File: config.mk
export PLATFORM = sky130hd
export DESIGN_NAME = i2mr_master_rx
export DESIGN_NICKNAME = d
export VERILOG_FILES = /design/src/shared/i2mr_pkg.sv /design/src/hdl/i2mr_master_rx.sv
export VERILOG_INCLUDE_DIRS = /design/src /design/src/shared
export SDC_FILE = /design/constraint.sdc
export NUM_CORES = 1
export LEC_CHECK = 0
export BUFFER_PORTS_ARGS = -buffer_cell sky130_fd_sc_hd__buf_2
export CORE_MARGIN = 2
export CORE_UTILIZATION = 57
export CTS_BUF_LIST = sky130_fd_sc_hd__clkbuf_4 sky130_fd_sc_hd__clkbuf_8
export CTS_CLUSTER_SIZE = 10
export DETAILED_ROUTE_END_ITERATION = 8
export PLACE_DENSITY = 0.86
export SYNTH_ARGS = -nofsm -noshare
export SYNTH_HDL_FRONTEND = slang
export SYNTH_SLANG_ARGS = --single-unit
File: constraint.sdc
create_clock -name clk -period 3.4 [get_ports clk]
set_clock_uncertainty 0.2 [all_clocks]
set_input_delay 0.85 -clock clk [delete_from_list [all_inputs] [get_ports clk]]
set_output_delay 0.85 -clock clk [all_outputs]
set_load 0.05 [all_outputs]
File: src/shared/i2mr_map.svh
// register map, field positions, reset values and timing counts
// assumes a 100 MHz clk; included by the design, the checker and the bench
`ifndef I2MR_MAP_SVH
`define I2MR_MAP_SVH
`define I2MR_ADDR_W        3
`define I2MR_OFF_CTRL      3'h0
`define I2MR_OFF_BUF       3'h1
`define I2MR_OFF_BAUD      3'h2
`define I2MR_OFF_STAT      3'h3
`define I2MR_OFF_MASK      3'h4
`define I2MR_OFF_STATE     3'h5
`define I2MR_CTRL_EN       0
`define I2MR_CTRL_START    1
`define I2MR_CTRL_RCV      3
`define I2MR_CTRL_ACK      4
`define I2MR_CTRL_SLEEP    5
`define I2MR_ST_BYTE       0
`define I2MR_ST_OVF        1
`define I2MR_ST_WRITE_COLLISION_FLAG       2
`define I2MR_ST_BCOL       3
`define I2MR_ST_ACKDONE    4
`define I2MR_BAUD_RST      8'h09
`define I2MR_MASK_RST      8'h00
`define I2MR_BITS_PER_BYTE 4'h8
`endif

File: src/shared/i2mr_pkg.sv
// types shared by the i2c master receive block
// assumes i2mr_map.svh for the numeric constants
package i2mr_pkg;
  typedef enum logic [3:0] {
    ST_IDLE   = 4'b0000,
    ST_S_CHK  = 4'b0001,
    ST_S_ONE  = 4'b0010,
    ST_S_TWO  = 4'b0011,
    ST_R_LOW  = 4'b0100,
    ST_R_WAIT = 4'b0101,
    ST_R_HIGH = 4'b0110,
    ST_A_LOW  = 4'b0111,
    ST_A_WAIT = 4'b1000,
    ST_A_HIGH = 4'b1001,
    ST_A_END  = 4'b1010
  } i2mr_state_e;

  typedef struct packed {
    logic       wr;
    logic       rd;
    logic [2:0] addr;
    logic [7:0] wdata;
  } i2mr_req_s;

  typedef struct packed {
    logic ackDone;
    logic busCollision;
    logic writeCollision;
    logic receiveOverflow;
    logic byteDone;
  } i2mr_evt_s;
endpackage : i2mr_pkg

File: src/hdl/i2mr_master_rx.sv
// i2c master receive engine: start with collision check, byte reception
// with clock stretching, ack sequence, status, interrupt and wake.
// assumes open-drain pins resolved outside; sclIn/sdaIn are raw pins.
//
// The address map and the plain strobed port were chosen for this implementation.
`timescale 1ns/1ps
`default_nettype none
`include "i2mr_map.svh"

// Notes on behaviour
// - receive starts on enable bit; ignored unless port idle
// - every generator rollover except the one ending the first start count toggles scl; data shifts in on rising scl
// - after eighth falling edge: clear receive bit, load buffer, flags, hold low
// - buffer-full sets whenever the shift register moves into the buffer
// - reading the buffer clears buffer-full
// - overflow sets when a byte completes while buffer-full still set
// - buffer write during shifting sets write collision, write dropped
// - after releasing scl the generator waits until scl samples high
// - on scl high the generator reloads from low seven baud bits
// - scl high phase lasts at least one full generator rollover
// - in sleep the port keeps receiving and wakes cpu if enabled
// - any reset disables the port and aborts the transfer
// - sda or scl low at start: abort, set bus collision, go idle
// - start: lines released, count from baud; scl low with sda high collides
// - sda low during first count: reset generator, drive sda low now
// - second count after sda low; scl low then is fine; then pull scl low
module i2mr_master_rx
  import i2mr_pkg::*;
#(
  parameter int BYTE_BITS = 8
)(
  input  wire logic                    clk,
  input  wire logic                    rst_n,
  input  wire logic                    wr,
  input  wire logic                    rd,
  input  wire logic [`I2MR_ADDR_W-1:0] addr,
  input  wire logic [7:0]              wdata,
  output logic      [7:0]              rdata,
  input  wire logic                    sclIn,
  output logic                         sclOut,
  output logic                         sclOe,
  input  wire logic                    sdaIn,
  output logic                         sdaOut,
  output logic                         sdaOe,
  output logic                         irq,
  output logic                         wake
);

  i2mr_state_e state;
  i2mr_state_e next_state;
  i2mr_req_s   req;
  i2mr_evt_s   evt;

  logic [1:0] sclSync;
  logic [1:0] sdaSync;
  logic [7:0] ctrl;
  logic [7:0] baud;
  logic [7:0] dataBuf;
  logic [7:0] shiftReg;
  logic [4:0] status;
  logic [4:0] mask;
  logic       bufFull;
  logic [6:0] baud_rate_generator;
  logic [3:0] bitCnt;
  logic       sclLow;
  logic       sdaLow;

  // only the second stage is read
  wire sclHi = sclSync[1];
  wire sdaHi = sdaSync[1];

  assign req = '{wr: wr, rd: rd, addr: addr, wdata: wdata};

  wire portEn   = ctrl[`I2MR_CTRL_EN];
  wire rcvReq   = ctrl[`I2MR_CTRL_RCV];
  wire startReq = ctrl[`I2MR_CTRL_START];
  wire ackReq   = ctrl[`I2MR_CTRL_ACK];
  wire asleep   = ctrl[`I2MR_CTRL_SLEEP];
  wire brgZero  = (baud_rate_generator == 7'h00);
  wire isIdle   = (state == ST_IDLE);
  wire shifting = (state == ST_R_LOW) || (state == ST_R_WAIT) ||
                  (state == ST_R_HIGH);

  wire wrCtrl  = req.wr && (req.addr == `I2MR_OFF_CTRL);
  wire wrBuf   = req.wr && (req.addr == `I2MR_OFF_BUF);
  wire wrBaud  = req.wr && (req.addr == `I2MR_OFF_BAUD);
  wire wrStat  = req.wr && (req.addr == `I2MR_OFF_STAT);
  wire wrMask  = req.wr && (req.addr == `I2MR_OFF_MASK);
  wire rdBuf   = req.rd && (req.addr == `I2MR_OFF_BUF);

  // state decisions
  wire goRecv    = portEn && isIdle && rcvReq;
  wire goStart   = portEn && isIdle && startReq && !rcvReq;
  wire goAck     = portEn && isIdle && ackReq && !rcvReq && !startReq;
  wire startBad  = (state == ST_S_CHK) && (!sdaHi || !sclHi);
  wire startCol  = (state == ST_S_ONE) && sdaHi && !sclHi;
  wire startEarly = (state == ST_S_ONE) && !sdaHi;
  wire lastFall  = (state == ST_R_HIGH) && brgZero &&
                   (bitCnt == BYTE_BITS[3:0] - 4'h1);
  wire sampleBit = (state == ST_R_WAIT) && sclHi;

  assign evt.byteDone        = lastFall;
  assign evt.receiveOverflow = lastFall && bufFull;
  assign evt.writeCollision  = wrBuf && shifting;
  assign evt.busCollision    = startBad || startCol;
  assign evt.ackDone         = (state == ST_A_END);

  always_comb
  begin
    next_state = state;
    unique case (state)
      ST_IDLE:
        if (goRecv) next_state = ST_R_LOW;
        else if (goStart) next_state = ST_S_CHK;
        else if (goAck) next_state = ST_A_LOW;
      ST_S_CHK:
        next_state = startBad ? ST_IDLE : ST_S_ONE;
      ST_S_ONE:
        if (startCol) next_state = ST_IDLE;
        else if (startEarly || brgZero) next_state = ST_S_TWO;
      ST_S_TWO:
        if (brgZero) next_state = ST_IDLE;
      ST_R_LOW:
        if (brgZero) next_state = ST_R_WAIT;
      ST_R_WAIT:
        if (sclHi) next_state = ST_R_HIGH;
      ST_R_HIGH:
        if (lastFall) next_state = ST_IDLE;
        else if (brgZero) next_state = ST_R_LOW;
      ST_A_LOW:
        if (brgZero) next_state = ST_A_WAIT;
      ST_A_WAIT:
        if (sclHi) next_state = ST_A_HIGH;
      ST_A_HIGH:
        if (brgZero) next_state = ST_A_END;
      ST_A_END:
        next_state = ST_IDLE;
      default:
        next_state = ST_IDLE;
    endcase
    if (!portEn)
      next_state = ST_IDLE;
  end

  // generator reload: each phase begins from the low seven baud bits
  wire brgLoad = (next_state != state) || startEarly ||
                 (state == ST_R_WAIT) || (state == ST_A_WAIT);

  always_ff @(posedge clk or negedge rst_n)
  begin
    if (!rst_n)
    begin
      sclSync <= 2'h3;
      sdaSync <= 2'h3;
    end
    else
    begin
      sclSync <= {sclSync[0], sclIn};
      sdaSync <= {sdaSync[0], sdaIn};
    end
  end

  always_ff @(posedge clk or negedge rst_n)
  begin
    if (!rst_n)
    begin
      state <= ST_IDLE;
      baud_rate_generator   <= 7'h00;
    end
    else
    begin
      state <= next_state;
      // waiting states hold the count until scl is seen high
      if (brgLoad)
        baud_rate_generator <= baud[6:0];
      else if (!brgZero)
        baud_rate_generator <= baud_rate_generator - 7'h01;
    end
  end

  // shifting on sampled rising scl; bit counter steps on each scl fall before the last
  always_ff @(posedge clk or negedge rst_n)
  begin
    if (!rst_n)
    begin
      bitCnt   <= 4'h0;
      shiftReg <= 8'h00;
    end
    else if (goRecv)
    begin
      bitCnt <= 4'h0;
    end
    else if (sampleBit)
    begin
      shiftReg <= {shiftReg[6:0], sdaHi};
    end
    else if ((state == ST_R_HIGH) && brgZero && !lastFall)
    begin
      bitCnt <= bitCnt + 4'h1;
    end
  end

  // open-drain drive: only low or released
  // the eighth fall leaves scl held low until the next command
  wire next_sclLow = (state == ST_S_TWO && brgZero) ||
                     lastFall ||
                     ((next_state == ST_R_LOW) ||
                      (next_state == ST_A_LOW) ||
                      (next_state == ST_A_END) ||
                      (next_state == ST_IDLE && sclLow && portEn)) &&
                     !(next_state == ST_IDLE && evt.busCollision);
  wire next_sdaLow = (next_state == ST_S_TWO) ||
                     (state == ST_S_TWO && !brgZero) ||
                     (next_state == ST_A_LOW) ||
                     (next_state == ST_A_WAIT) ||
                     (next_state == ST_A_HIGH) ||
                     (next_state == ST_A_END) ||
                     (sdaLow && next_state == ST_IDLE && portEn &&
                      state == ST_S_TWO);

  always_ff @(posedge clk or negedge rst_n)
  begin
    if (!rst_n)
    begin
      sclLow <= 1'b0;
      sdaLow <= 1'b0;
    end
    else
    begin
      sclLow <= next_sclLow;
      sdaLow <= next_sdaLow;
    end
  end

  assign sclOut = 1'b0;
  assign sdaOut = 1'b0;
  assign sclOe  = sclLow;
  assign sdaOe  = sdaLow;

  // control bits: hardware clear of start/ack once taken, of receive at the eighth fall
  always_ff @(posedge clk or negedge rst_n)
  begin
    if (!rst_n)
    begin
      ctrl <= 8'h00;
      baud <= `I2MR_BAUD_RST;
      mask <= 5'(`I2MR_MASK_RST);
    end
    else
    begin
      if (wrCtrl)
        ctrl <= req.wdata;
      else
      begin
        if (lastFall || (isIdle && rcvReq && !portEn))
          ctrl[`I2MR_CTRL_RCV] <= 1'b0;
        if (!isIdle && state != ST_R_LOW && rcvReq && !shifting)
          ctrl[`I2MR_CTRL_RCV] <= 1'b0;
        if (goStart || (startReq && !isIdle))
          ctrl[`I2MR_CTRL_START] <= 1'b0;
        if (goAck || (ackReq && !isIdle))
          ctrl[`I2MR_CTRL_ACK] <= 1'b0;
      end
      if (wrBaud)
        baud <= req.wdata;
      if (wrMask)
        mask <= req.wdata[4:0];
    end
  end

  // buffer, buffer-full and sticky status; set wins over clear
  always_ff @(posedge clk or negedge rst_n)
  begin
    if (!rst_n)
    begin
      dataBuf <= 8'h00;
      bufFull <= 1'b0;
      status  <= 5'h00;
    end
    else
    begin
      if (lastFall)
        dataBuf <= shiftReg;
      else if (wrBuf && !shifting)
        dataBuf <= req.wdata;
      if (lastFall)
        bufFull <= 1'b1;
      else if (rdBuf)
        bufFull <= 1'b0;
      // software clears by writing one
      status <= (status & ~(wrStat ? req.wdata[4:0] : 5'h00)) | evt;
    end
  end

  always_ff @(posedge clk or negedge rst_n)
  begin
    if (!rst_n)
    begin
      rdata <= 8'h00;
      irq   <= 1'b0;
      wake  <= 1'b0;
    end
    else
    begin
      unique case (req.addr)
        `I2MR_OFF_CTRL:  rdata <= ctrl;
        `I2MR_OFF_BUF:   rdata <= dataBuf;
        `I2MR_OFF_BAUD:  rdata <= baud;
        `I2MR_OFF_STAT:  rdata <= {2'h0, bufFull, status};
        `I2MR_OFF_MASK:  rdata <= {3'h0, mask};
        `I2MR_OFF_STATE: rdata <= {4'h0, state};
        default:         rdata <= 8'h00;
      endcase
      irq  <= |(status & mask);
      // reception keeps running in sleep; a finished byte wakes the cpu
      // taken from the stored flag so wake never runs ahead of irq
      wake <= asleep && mask[`I2MR_ST_BYTE] &&
              status[`I2MR_ST_BYTE];
    end
  end

endmodule : i2mr_master_rx
`default_nettype wire

# Word level (Yosys, flattened, before mapping)

Index checks and enable logic that the tools add are counted.

Flip-flop bits (word level): 74
Latch bits: 0
Memory bits (writable): 0
Memory bits (read-only): 0
Input port bits: 17
Memories kept: 0

Add/sub/neg operators: 2
$mul: 0
Div/mod/pow operators: 0
Order comparisons: 0
Eq/ne operators: 26
Shift-type cells: 0
Muxes and demuxes: 33
Bitwise gates (word level): 5
Reductions and logical operators: 87

Operator list:

| kind                                              | number |
|---|---|
| two-way mux 4 bit                                 | 17 |
| one-hot mux 8 bit (6 select lines)                | 1 |
| logical AND 1 bit                                 | 42 |
| one-hot mux 4 bit (10 select lines)               | 1 |
| == test 4 x 3 -> 1 bit (second input constant)    | 7 |
| == test 4 bit (second input constant)             | 6 |
| logical OR 1 bit                                  | 22 |
| two-way mux 8 bit                                 | 2 |
| two-way mux 7 bit                                 | 2 |
| == test 4 x 2 -> 1 bit (second input constant)    | 3 |
| bitwise AND 5 bit                                 | 2 |
| zero test 1 bit                                   | 10 |
| nonzero test 2 bit                                | 5 |
| zero test 4 bit                                   | 2 |
| zero test 7 bit                                   | 1 |
| two-way mux 1 bit                                 | 7 |
| subtractor 7 x 1 -> 7 bit (second input constant) | 1 |
| == test 3 x 2 -> 1 bit (second input constant)    | 2 |
| == test 3 bit (second input constant)             | 2 |
| two-way mux 5 bit                                 | 1 |
| inverter 5 bit                                    | 1 |
| bitwise OR 5 bit                                  | 1 |
| OR reduction 5 bit                                | 1 |
| adder 4 x 1 -> 4 bit (second input constant)      | 1 |
| 11 further kinds                                  | 13 |

# Longest topological paths before layout

Gate-level depths: netlist of run 1.

Word-level depth: 17
Gate-level depth with buffers: 10

# Least setup slack after synthesis of run 1

OpenSTA, ideal clock, no wires.

Kind: in2reg
Start point: input port addr[0]
End point: register dataBuf[0]
Data arrival time: 2.419 ns
Required time: 3.063 ns
Slack: 0.644 ns
Stages on the path: 7
Path through: clkbuf_1 inv_1 nor3b_1 nor3b_1 buf_1 mux2i_1 a21oi_1

Cells in the longest elaborated chain, start to end: 4

RTL lines:

| what                                | line                  | source |
|---|---|---|
| start: declaration                  | i2mr_master_rx.sv:36  | `` input wire logic [`I2MR_ADDR_W-1:0] addr, `` |
| == test 3 x 1 -> 1 bit              | -                     |  |
| logical AND 1 bit                   | i2mr_master_rx.sv:85  | `` wire wrBuf = req.wr && (req.addr == `I2MR_OFF_BUF); `` |
| logical AND 1 bit                   | i2mr_master_rx.sv:284 | `else if (wrBuf && !shifting)` |
| nonzero test 2 bit (no source line) | -                     |  |
| end signal: assignment              | i2mr_master_rx.sv:283 | `dataBuf <= shiftReg;` |
| end signal: assignment              | i2mr_master_rx.sv:285 | `dataBuf <= req.wdata;` |
| end: declaration                    | i2mr_master_rx.sv:58  | `logic [7:0] dataBuf;` |

Every way passes these cells.
A chain may end at the register's enable or synchronous reset.

# Worst setup path in the final report of run 1

Start point: register baud_rate_generator[0]
End point: register baud_rate_generator[4]

Cells in the longest elaborated chain, start to end: 11
Elaborated cells between the ends (all ways): 22
Those cells by class: 1 x add/sub; 2 x eq/ne; 12 x mux; 7 x reduce/logical

RTL lines:

| what                                                                         | line                                         | source |
|---|---|---|
| start: declaration                                                           | i2mr_master_rx.sv:63                         | `logic [6:0] baud_rate_generator;` |
| start signal: assignment                                                     | i2mr_master_rx.sv:175                        | `baud_rate_generator <= baud[6:0];` |
| start signal: assignment                                                     | i2mr_master_rx.sv:177                        | `baud_rate_generator <= baud_rate_generator - 7'h01;` |
| zero test 7 bit (*)                                                          | i2mr_master_rx.sv:79                         | `wire brgZero = (baud_rate_generator == 7'h00);` |
| logical OR 1 bit or logical AND 1 bit (tied branches)                        | i2mr_master_rx.sv:120, i2mr_master_rx.sv:98  |  |
| two-way mux 4 bit or logical AND 1 bit (tied branches)                       | i2mr_master_rx.sv:120, i2mr_master_rx.sv:98  |  |
| two-way mux 4 bit (on tied branches)                                         | i2mr_master_rx.sv:119, i2mr_master_rx.sv:128 |  |
| one-hot mux 4 bit (10 select lines) (*)                                      | i2mr_master_rx.sv:111                        | `unique case (state)` |
| two-way mux 4 bit (*)                                                        | i2mr_master_rx.sv:141                        | `if (!portEn)` |
| named net next_state[1]                                                      | i2mr_master_rx.sv:50                         | `i2mr_state_e next_state;` |
| != test 4 bit (*)                                                            | i2mr_master_rx.sv:146                        | `wire brgLoad = (next_state != state) \|\| startEarly \|\|` |
| logical OR 1 bit (*) (2 in series)                                           | i2mr_master_rx.sv:146                        |  |
| logical OR 1 bit (*)                                                         | i2mr_master_rx.sv:147                        | `(state == ST_R_WAIT) \|\| (state == ST_A_WAIT);` |
| != test 2 x 1 -> 1 bit (no source line) or two-way mux 7 bit (tied branches) | -                                            |  |

The timed path passes the listed nets; every way through them passes the cells marked *. The select of a mux whose other input is x is not followed.

==> metrics.txt, run 1 <==
Worst path slowest cell and3_1; largest net degree at the start of global routing 34; clock latency on the worst-skew pair roughly 0.35 ns; Post-synth EDFFs 0; Seq cells post-synth 74; Worst setup SP type flip-flop; Residual DRC 0; Die Y between 80 and 90 um; minimum clock period 3.15 ns; CTS Hold Buffers Added 0; utilization after layout 0.626; H-tree level count 3; initial core utilization 0.579; Post-Route WL 8260 um; CTS tree done; Top-Level Pins 31; outcome completed; VDD IR-drop max about 0.37 mV; final cell count without fillers 465; ANT cells 0; postcts setup bufs 0; final period utilization 0.927; Clock transition at path regs about 0.08 ns; post-synthesis sequential area ratio 0.480; delay-heaviest family, CP simple AND/OR/NAND/NOR gates; CTS sink cnt 74; Clock Tree Buf Depth 2; Worst R2R Setup Slack roughly 0.25 ns; Post-Syn Area between 0.003 and 0.004 mm^2; Rel. slew slack 0.297; core area around 0.0067 mm^2; post-CTS resize count 0; Critical Path RT about 3.4 ns; GR Overflow Total 0; DR vias/cell 6.19; post-synth top area share 0.440; max-cap violations 0; row count 30; Post-synth ARST share 1.00; maximum fanout along the worst path 13; CTS Root Cell clkbuf_8; main area contributors after synthesis dfrtp_1, mux2_2, mux2i_1; DP Cell Count roughly 450; Fin Setup TNS 0 ns; endpoints failing setup 0; Global Route Usage Sum 0.237; via count 2,879; Final HPWL DP 5920 um; area leader, netlist dfrtp_1; share of layout cells above drive strength 1 0.262; Mean Syn Cell Area around 11 um^2; DR iter-0 viols 309; Synth-to-Final Area Change 8.05%; GP Congestion 0.909; initial antenna violation count 0; Hold Violations, Final 0; HP Class reg2reg; TritonCTS buffer count 9; CP cell instances inv_1 > ha_1 > nor3b_4 > and2_2 > nand3_1 > a41oi_2 > xnor2_1 > and3_1 > mux2_4; Synth Instances roughly 360; critical path type reg2reg; worst slew pin tran about 1.0 ns; Synth Flop Type dfrtp_1; Setup crit end kind flip-flop; number of buffer and inverter stages on the critical path 1; number of port buffers 28; Final ANT Viol Nets 0; final max-slew violation count 0; die area between 0.007 and 0.008 mm^2; vias in the first global route between 2,000 and 3,000; die width ~86 um; number of distinct library cells after synthesis 63; warnings from Yosys 0; RSZ-0062 raised after global routing false; DR WL/cell roughly 18 um; worst endpoint data arrival time around 3.2 ns; DRT Pass-1 Iters 5; slowest stage delay, CP 0.44 ns; Max Clk Rate 317 MHz; leak pwr ~1.9 nW; nets approximately 400; pwr/cell area 640 mW/mm^2; fill cell count 540; first-pass GRT wire length 13,600 um
-- cells by family (layout without fill, tap and decap cells) --
| family | count (synthesis) | in the layout | share of synthesized area |
|---|---|---|---|
| AOI/OAI and AO/OA | 64 | 64 | 0.112 |
| xor gates and xnor gates | 11 | 11 | 0.0249 |
| adders and majority gates | 2 | 2 | 0.00646 |
| buffers and inverters | 33 | 58 | 0.0498 |
| DFF | 74 | 74 | 0.480 |
| muxes | 53 | 53 | 0.158 |
| other | 1 | 2 | 0.000969 |
| and+or+nand+nor | 121 | 121 | 0.168 |
-- placed cells by master (no fill, tap or decap), types with 3 or more instances in the layout --
| cell type | n |
|---|---|
| nand2_1 | 31 |
| mux2_2 | 26 |
| nand3_1 | 8 |
| nor3_1 | 5 |
| clkbuf_8 | 10 |
| and3_1 | 4 |
| nor2_1 | 36 |
| inv_1 | 7 |
| o21ai_0 | 15 |
| dfstp_2 | 6 |
| nand4_1 | 3 |
| buf_4 | 6 |
| buf_2 | 28 |
| clkinvlp_4 | 3 |
| nor3b_1 | 3 |
| xnor2_1 | 8 |
| xor2_1 | 3 |
| a31oi_1 | 3 |
| dfrtp_1 | 68 |
| mux2_4 | 7 |
| mux2i_1 | 19 |
| a21oi_1 | 21 |
| nor2b_1 | 8 |
-- power breakdown --
part / switching, W / leakage, nW / internal [W]
clock network: 0.000331 / 0.0847 / 0.000284
registers: 0.000169 / 0.924 / 0.00106
logic: 0.000425 / 0.873 / 0.000406
-- layer usage --
layer | GRT usage | share of wire | up-vias
li1 | - | - | 1318
met1 | 0.333 | 0.43 | 1413
met2 | 0.363 | 0.48 | 130
met3 | 0.0429 | 0.065 | 18
met4 | 0.105 | 0.025 | 0
met5 | 0 | 0 | -
-- worst paths after layout --
path                                   startpoint                endpoint  cells after the start
min in group asynchronous                   rst_n                 baud[5]                      1
max in group asynchronous                   rst_n                 mask[4]                      2
min                                    sdaSync[0]              sdaSync[1]                      0
max reg2reg                baud_rate_generator[0]  baud_rate_generator[4]                      9
max                        baud_rate_generator[0]  baud_rate_generator[4]                      9
min reg2reg                            sdaSync[0]              sdaSync[1]                      0
-- cells in the mapped netlist, drive strengths merged, types with 3 or more instances --
master  instances
inv             8
mux2           33
nor3            6
dfstp           6
buf            13
xor2            3
a21oi          21
mux2i          19
nor4b           3
nand3           9
xnor2           8
nand4           3
o21ai          15
nor2           36
dfrtp          68
or3             3
clkbuf         12
nor2b           8
nor3b           5
a31oi           4
and3            4
nand2          31
-- registers in the layout (all words and copies together), names as in the netlist, 2 cells and up --
register             flops
ctrl                     8
shiftReg                 8
dataBuf                  8
sclSync                  2
rdata                    8
status                   5
sdaSync                  2
bitCnt                   4
state                    4
baud                     8
baud_rate_generator      7
mask                     5
-- cell type report --
| class | instances | area, um^2 | area share |
|---|---|---|---|
| Inverter | 8 | 30.0 | 0.00718 |
| Timing Repair Buffer | 34 | 185 | 0.0443 |
| Sequential cell | 74 | 1860 | 0.445 |
| Clock inverter | 6 | 41.3 | 0.00987 |
| Tap cell | 80 | 100 | 0.0239 |
| Multi-Input combinational cell | 253 | 1830 | 0.437 |
| Clock buffer | 10 | 138 | 0.0329 |
-- stage by stage --
step | worst slack, ns | hold WS (ns) | cell area [um^2] | total power [W]
floorplan | 0.644 | 0.145 | 3870 | 0.00190
global route | 0.0215 | 0.160 | 4180 | 0.00282
finish | 0.248 | 0.157 | 4180 | 0.00268
detailed placement | 0.290 | 0.147 | 4000 | 0.00207
global placement | 0.433 | 0.145 | 4000 | 0.00203
CTS | 0.262 | 0.159 | 4180 | 0.00269
Note: power is estimated with default switching activity, not from simulation.
==> run 2, diff against run 1 <==
==> constraint.sdc (replaced) <==
create_clock -name clk -period 3.4 [get_ports clk]
set_clock_uncertainty 0.2 [all_clocks]
set_input_delay 0.34 -clock clk [delete_from_list [all_inputs] [get_ports clk]]
set_output_delay 0.34 -clock clk [all_outputs]
set_load 0.05 [all_outputs]
==> run 2 against run 1 <==
Against the previous run: design area up 1.7%; core utilization up 1.0 points; register-to-register slack better by 0.05 ns; flip-flop and latch count unchanged.
==> metrics.txt, run 2 (synthesized netlist as in run 1, its figures left out) <==
RSZ-0062 raised after global routing false; Synth-to-Final Area Change 9.86%; cell-internal power 0.00184 W (+4.7%); Top-Level Pins 31 (unchanged); Comb power frac 0.305 (-0.006); post-CTS resize count 0 (unchanged); Clock Power Share 0.251 (+0.021); Worst setup SP type flip-flop; vias in the first global route 2,749 (+1.1%); Global Route Usage Sum 0.242 (+0.00492); pwr/cell area 652 mW/mm^2 (+1.8%); outcome completed; Setup crit end kind flip-flop; Final ANT Viol Nets 0 (unchanged); Residual DRC 0 (unchanged); max-cap violations 0 (unchanged); worst slew pin tran 0.808 ns (-0.220 ns); via count 2,791 (-3.1%); CTS sink cnt 74 (unchanged); fill cell count 531 (-1.7%); leak pwr 1.93 nW (+2.4%); Critical Path RT 3.43 ns (about the same); switching power total 0.000937 W (+1.4%); Hold Violations, Final 0 (unchanged); GR Overflow Total 0 (unchanged); sequential power share 0.444 (-0.016); Power, Total 0.00277 W (+3.5%); endpoints failing setup 0 (unchanged); CTS Root Cell clkbuf_8; initial core utilization 0.579 (unchanged); Worst R2R Setup Slack 0.29 ns (+0.05 ns); Die Y 86.4 um (unchanged); die area 0.00747 mm^2 (unchanged); CTS tree done; Rel. slew slack 0.447 (+0.150); postcts setup bufs 0 (unchanged); Sw Ratio 0.338 (-0.00727); share of layout cells above drive strength 1 0.264 (+0.00176); DR WL/cell 18.1 um (+2.0%); Clock Tree Buf Depth 2 (unchanged); critical path type reg2reg; most frequent cells in the layout dfrtp_1, nor2_1, nand2_1; Fin Setup TNS 0 ns (unchanged); number of port buffers 28 (unchanged); worst endpoint data arrival time 3.14 ns (-0.04 ns); clock latency on the worst-skew pair 0.35 ns (about the same); Final HPWL DP 6010 um (+1.4%); minimum clock period 3.11 ns (-0.0451 ns); DR vias/cell 5.94 (-4.1%); row count 30 (unchanged); H-tree level count 3 (unchanged); final period utilization 0.914 (-0.0133); nets 404 (+1.3%); initial antenna violation count 0 (unchanged); Post-Route WL 8510 um (+3.1%); die width 86.4 um (unchanged); DR iter-0 viols 272 (-12%); GP Congestion 0.916 (+0.79%); Clock transition at path regs 0.09 ns (about the same); ANT cells 0 (unchanged); maximum fanout along the worst path 13 (unchanged); core area 0.00668 mm^2 (unchanged); DRT Pass-1 Iters 4 (-1); TritonCTS buffer count 9 (unchanged); HP Class in2reg; Max Clk Rate 322 MHz (+1.5%); commonest non-fill, non-tap cell in the layout dfrtp_1; final max-slew violation count 0 (unchanged); CTS Hold Buffers Added 3 (+3); VDD IR-drop max 0.371 mV (+0.16%); first-pass GRT wire length 13,800 um (+0.86%); largest net degree at the start of global routing 39 (+15%)
## run 2: metrics by stage
step	worst slack, ns	instances	hold slack (ns)	util	area, um^2
5_1_grt	0.141	470	0.0578	0.637	4250
3_5_place_dp	0.337	451	0.0601	0.601	4020
4_1_cts	0.312	470	0.0454	0.637	4250
6_report	0.293	470	0.0548	0.637	4250
3_3_place_gp	0.428	451	0.0448	0.601	4020
2_1_floorplan	0.733	360	-0.156	-	3870
## run 2: area by class of cell
| cell class | count | area (um^2) | area share |
|---|---|---|---|
| tap | 80 | 100 | 0.0235 |
| clock buffer | 10 | 138 | 0.0324 |
| sequential | 74 | 1860 | 0.437 |
| clock inverter | 6 | 66.3 | 0.0156 |
| inverter | 8 | 30.0 | 0.00706 |
| timing repair buffer | 39 | 230 | 0.0541 |
| multi-input combinational | 253 | 1830 | 0.430 |
## run 2: worst paths after layout
kind / from / endpoint / cells after the start
worst min register to register: sdaSync[0] / sdaSync[1] / 0
min in group asynchronous: rst_n / baud[1] / 2
worst min-delay path: wdata[7] / baud[7] / 2
worst max register to register: baud_rate_generator[0] / baud_rate_generator[0] / 9
worst max-delay path: baud_rate_generator[0] / baud_rate_generator[0] / 9
max in group asynchronous: rst_n / mask[3] / 3
## run 2: critical path: stages (launching register included)
cell,delay (ns)
dfrtp_1,0.40
inv_1,0.06
ha_1,0.17
nor3b_4,0.36
and2_2,0.37
nand3_1,0.15
a41oi_2,0.31
xnor2_1,0.16
and3_1,0.47
mux2_4,0.34
## run 2: power by group through the flow
stage                     Clock (W)  Combinational, W  Sequential (W)
final                      0.000695          0.000847         0.00123
after global routing       0.000738          0.000918         0.00125
after CTS                  0.000702          0.000846         0.00123
after detailed placement          0          0.000837         0.00124
after global placement            0          0.000808         0.00123
after floorplan                   0          0.000638         0.00126
## run 2: per-layer routing
metal	GRT usage	vias up	routed length (um)
li1	-	1330	-
met1	0.348	1358	3850
met2	0.375	92	4070
met3	0.0343	11	470
met4	0.0909	0	121
met5	0	-	0
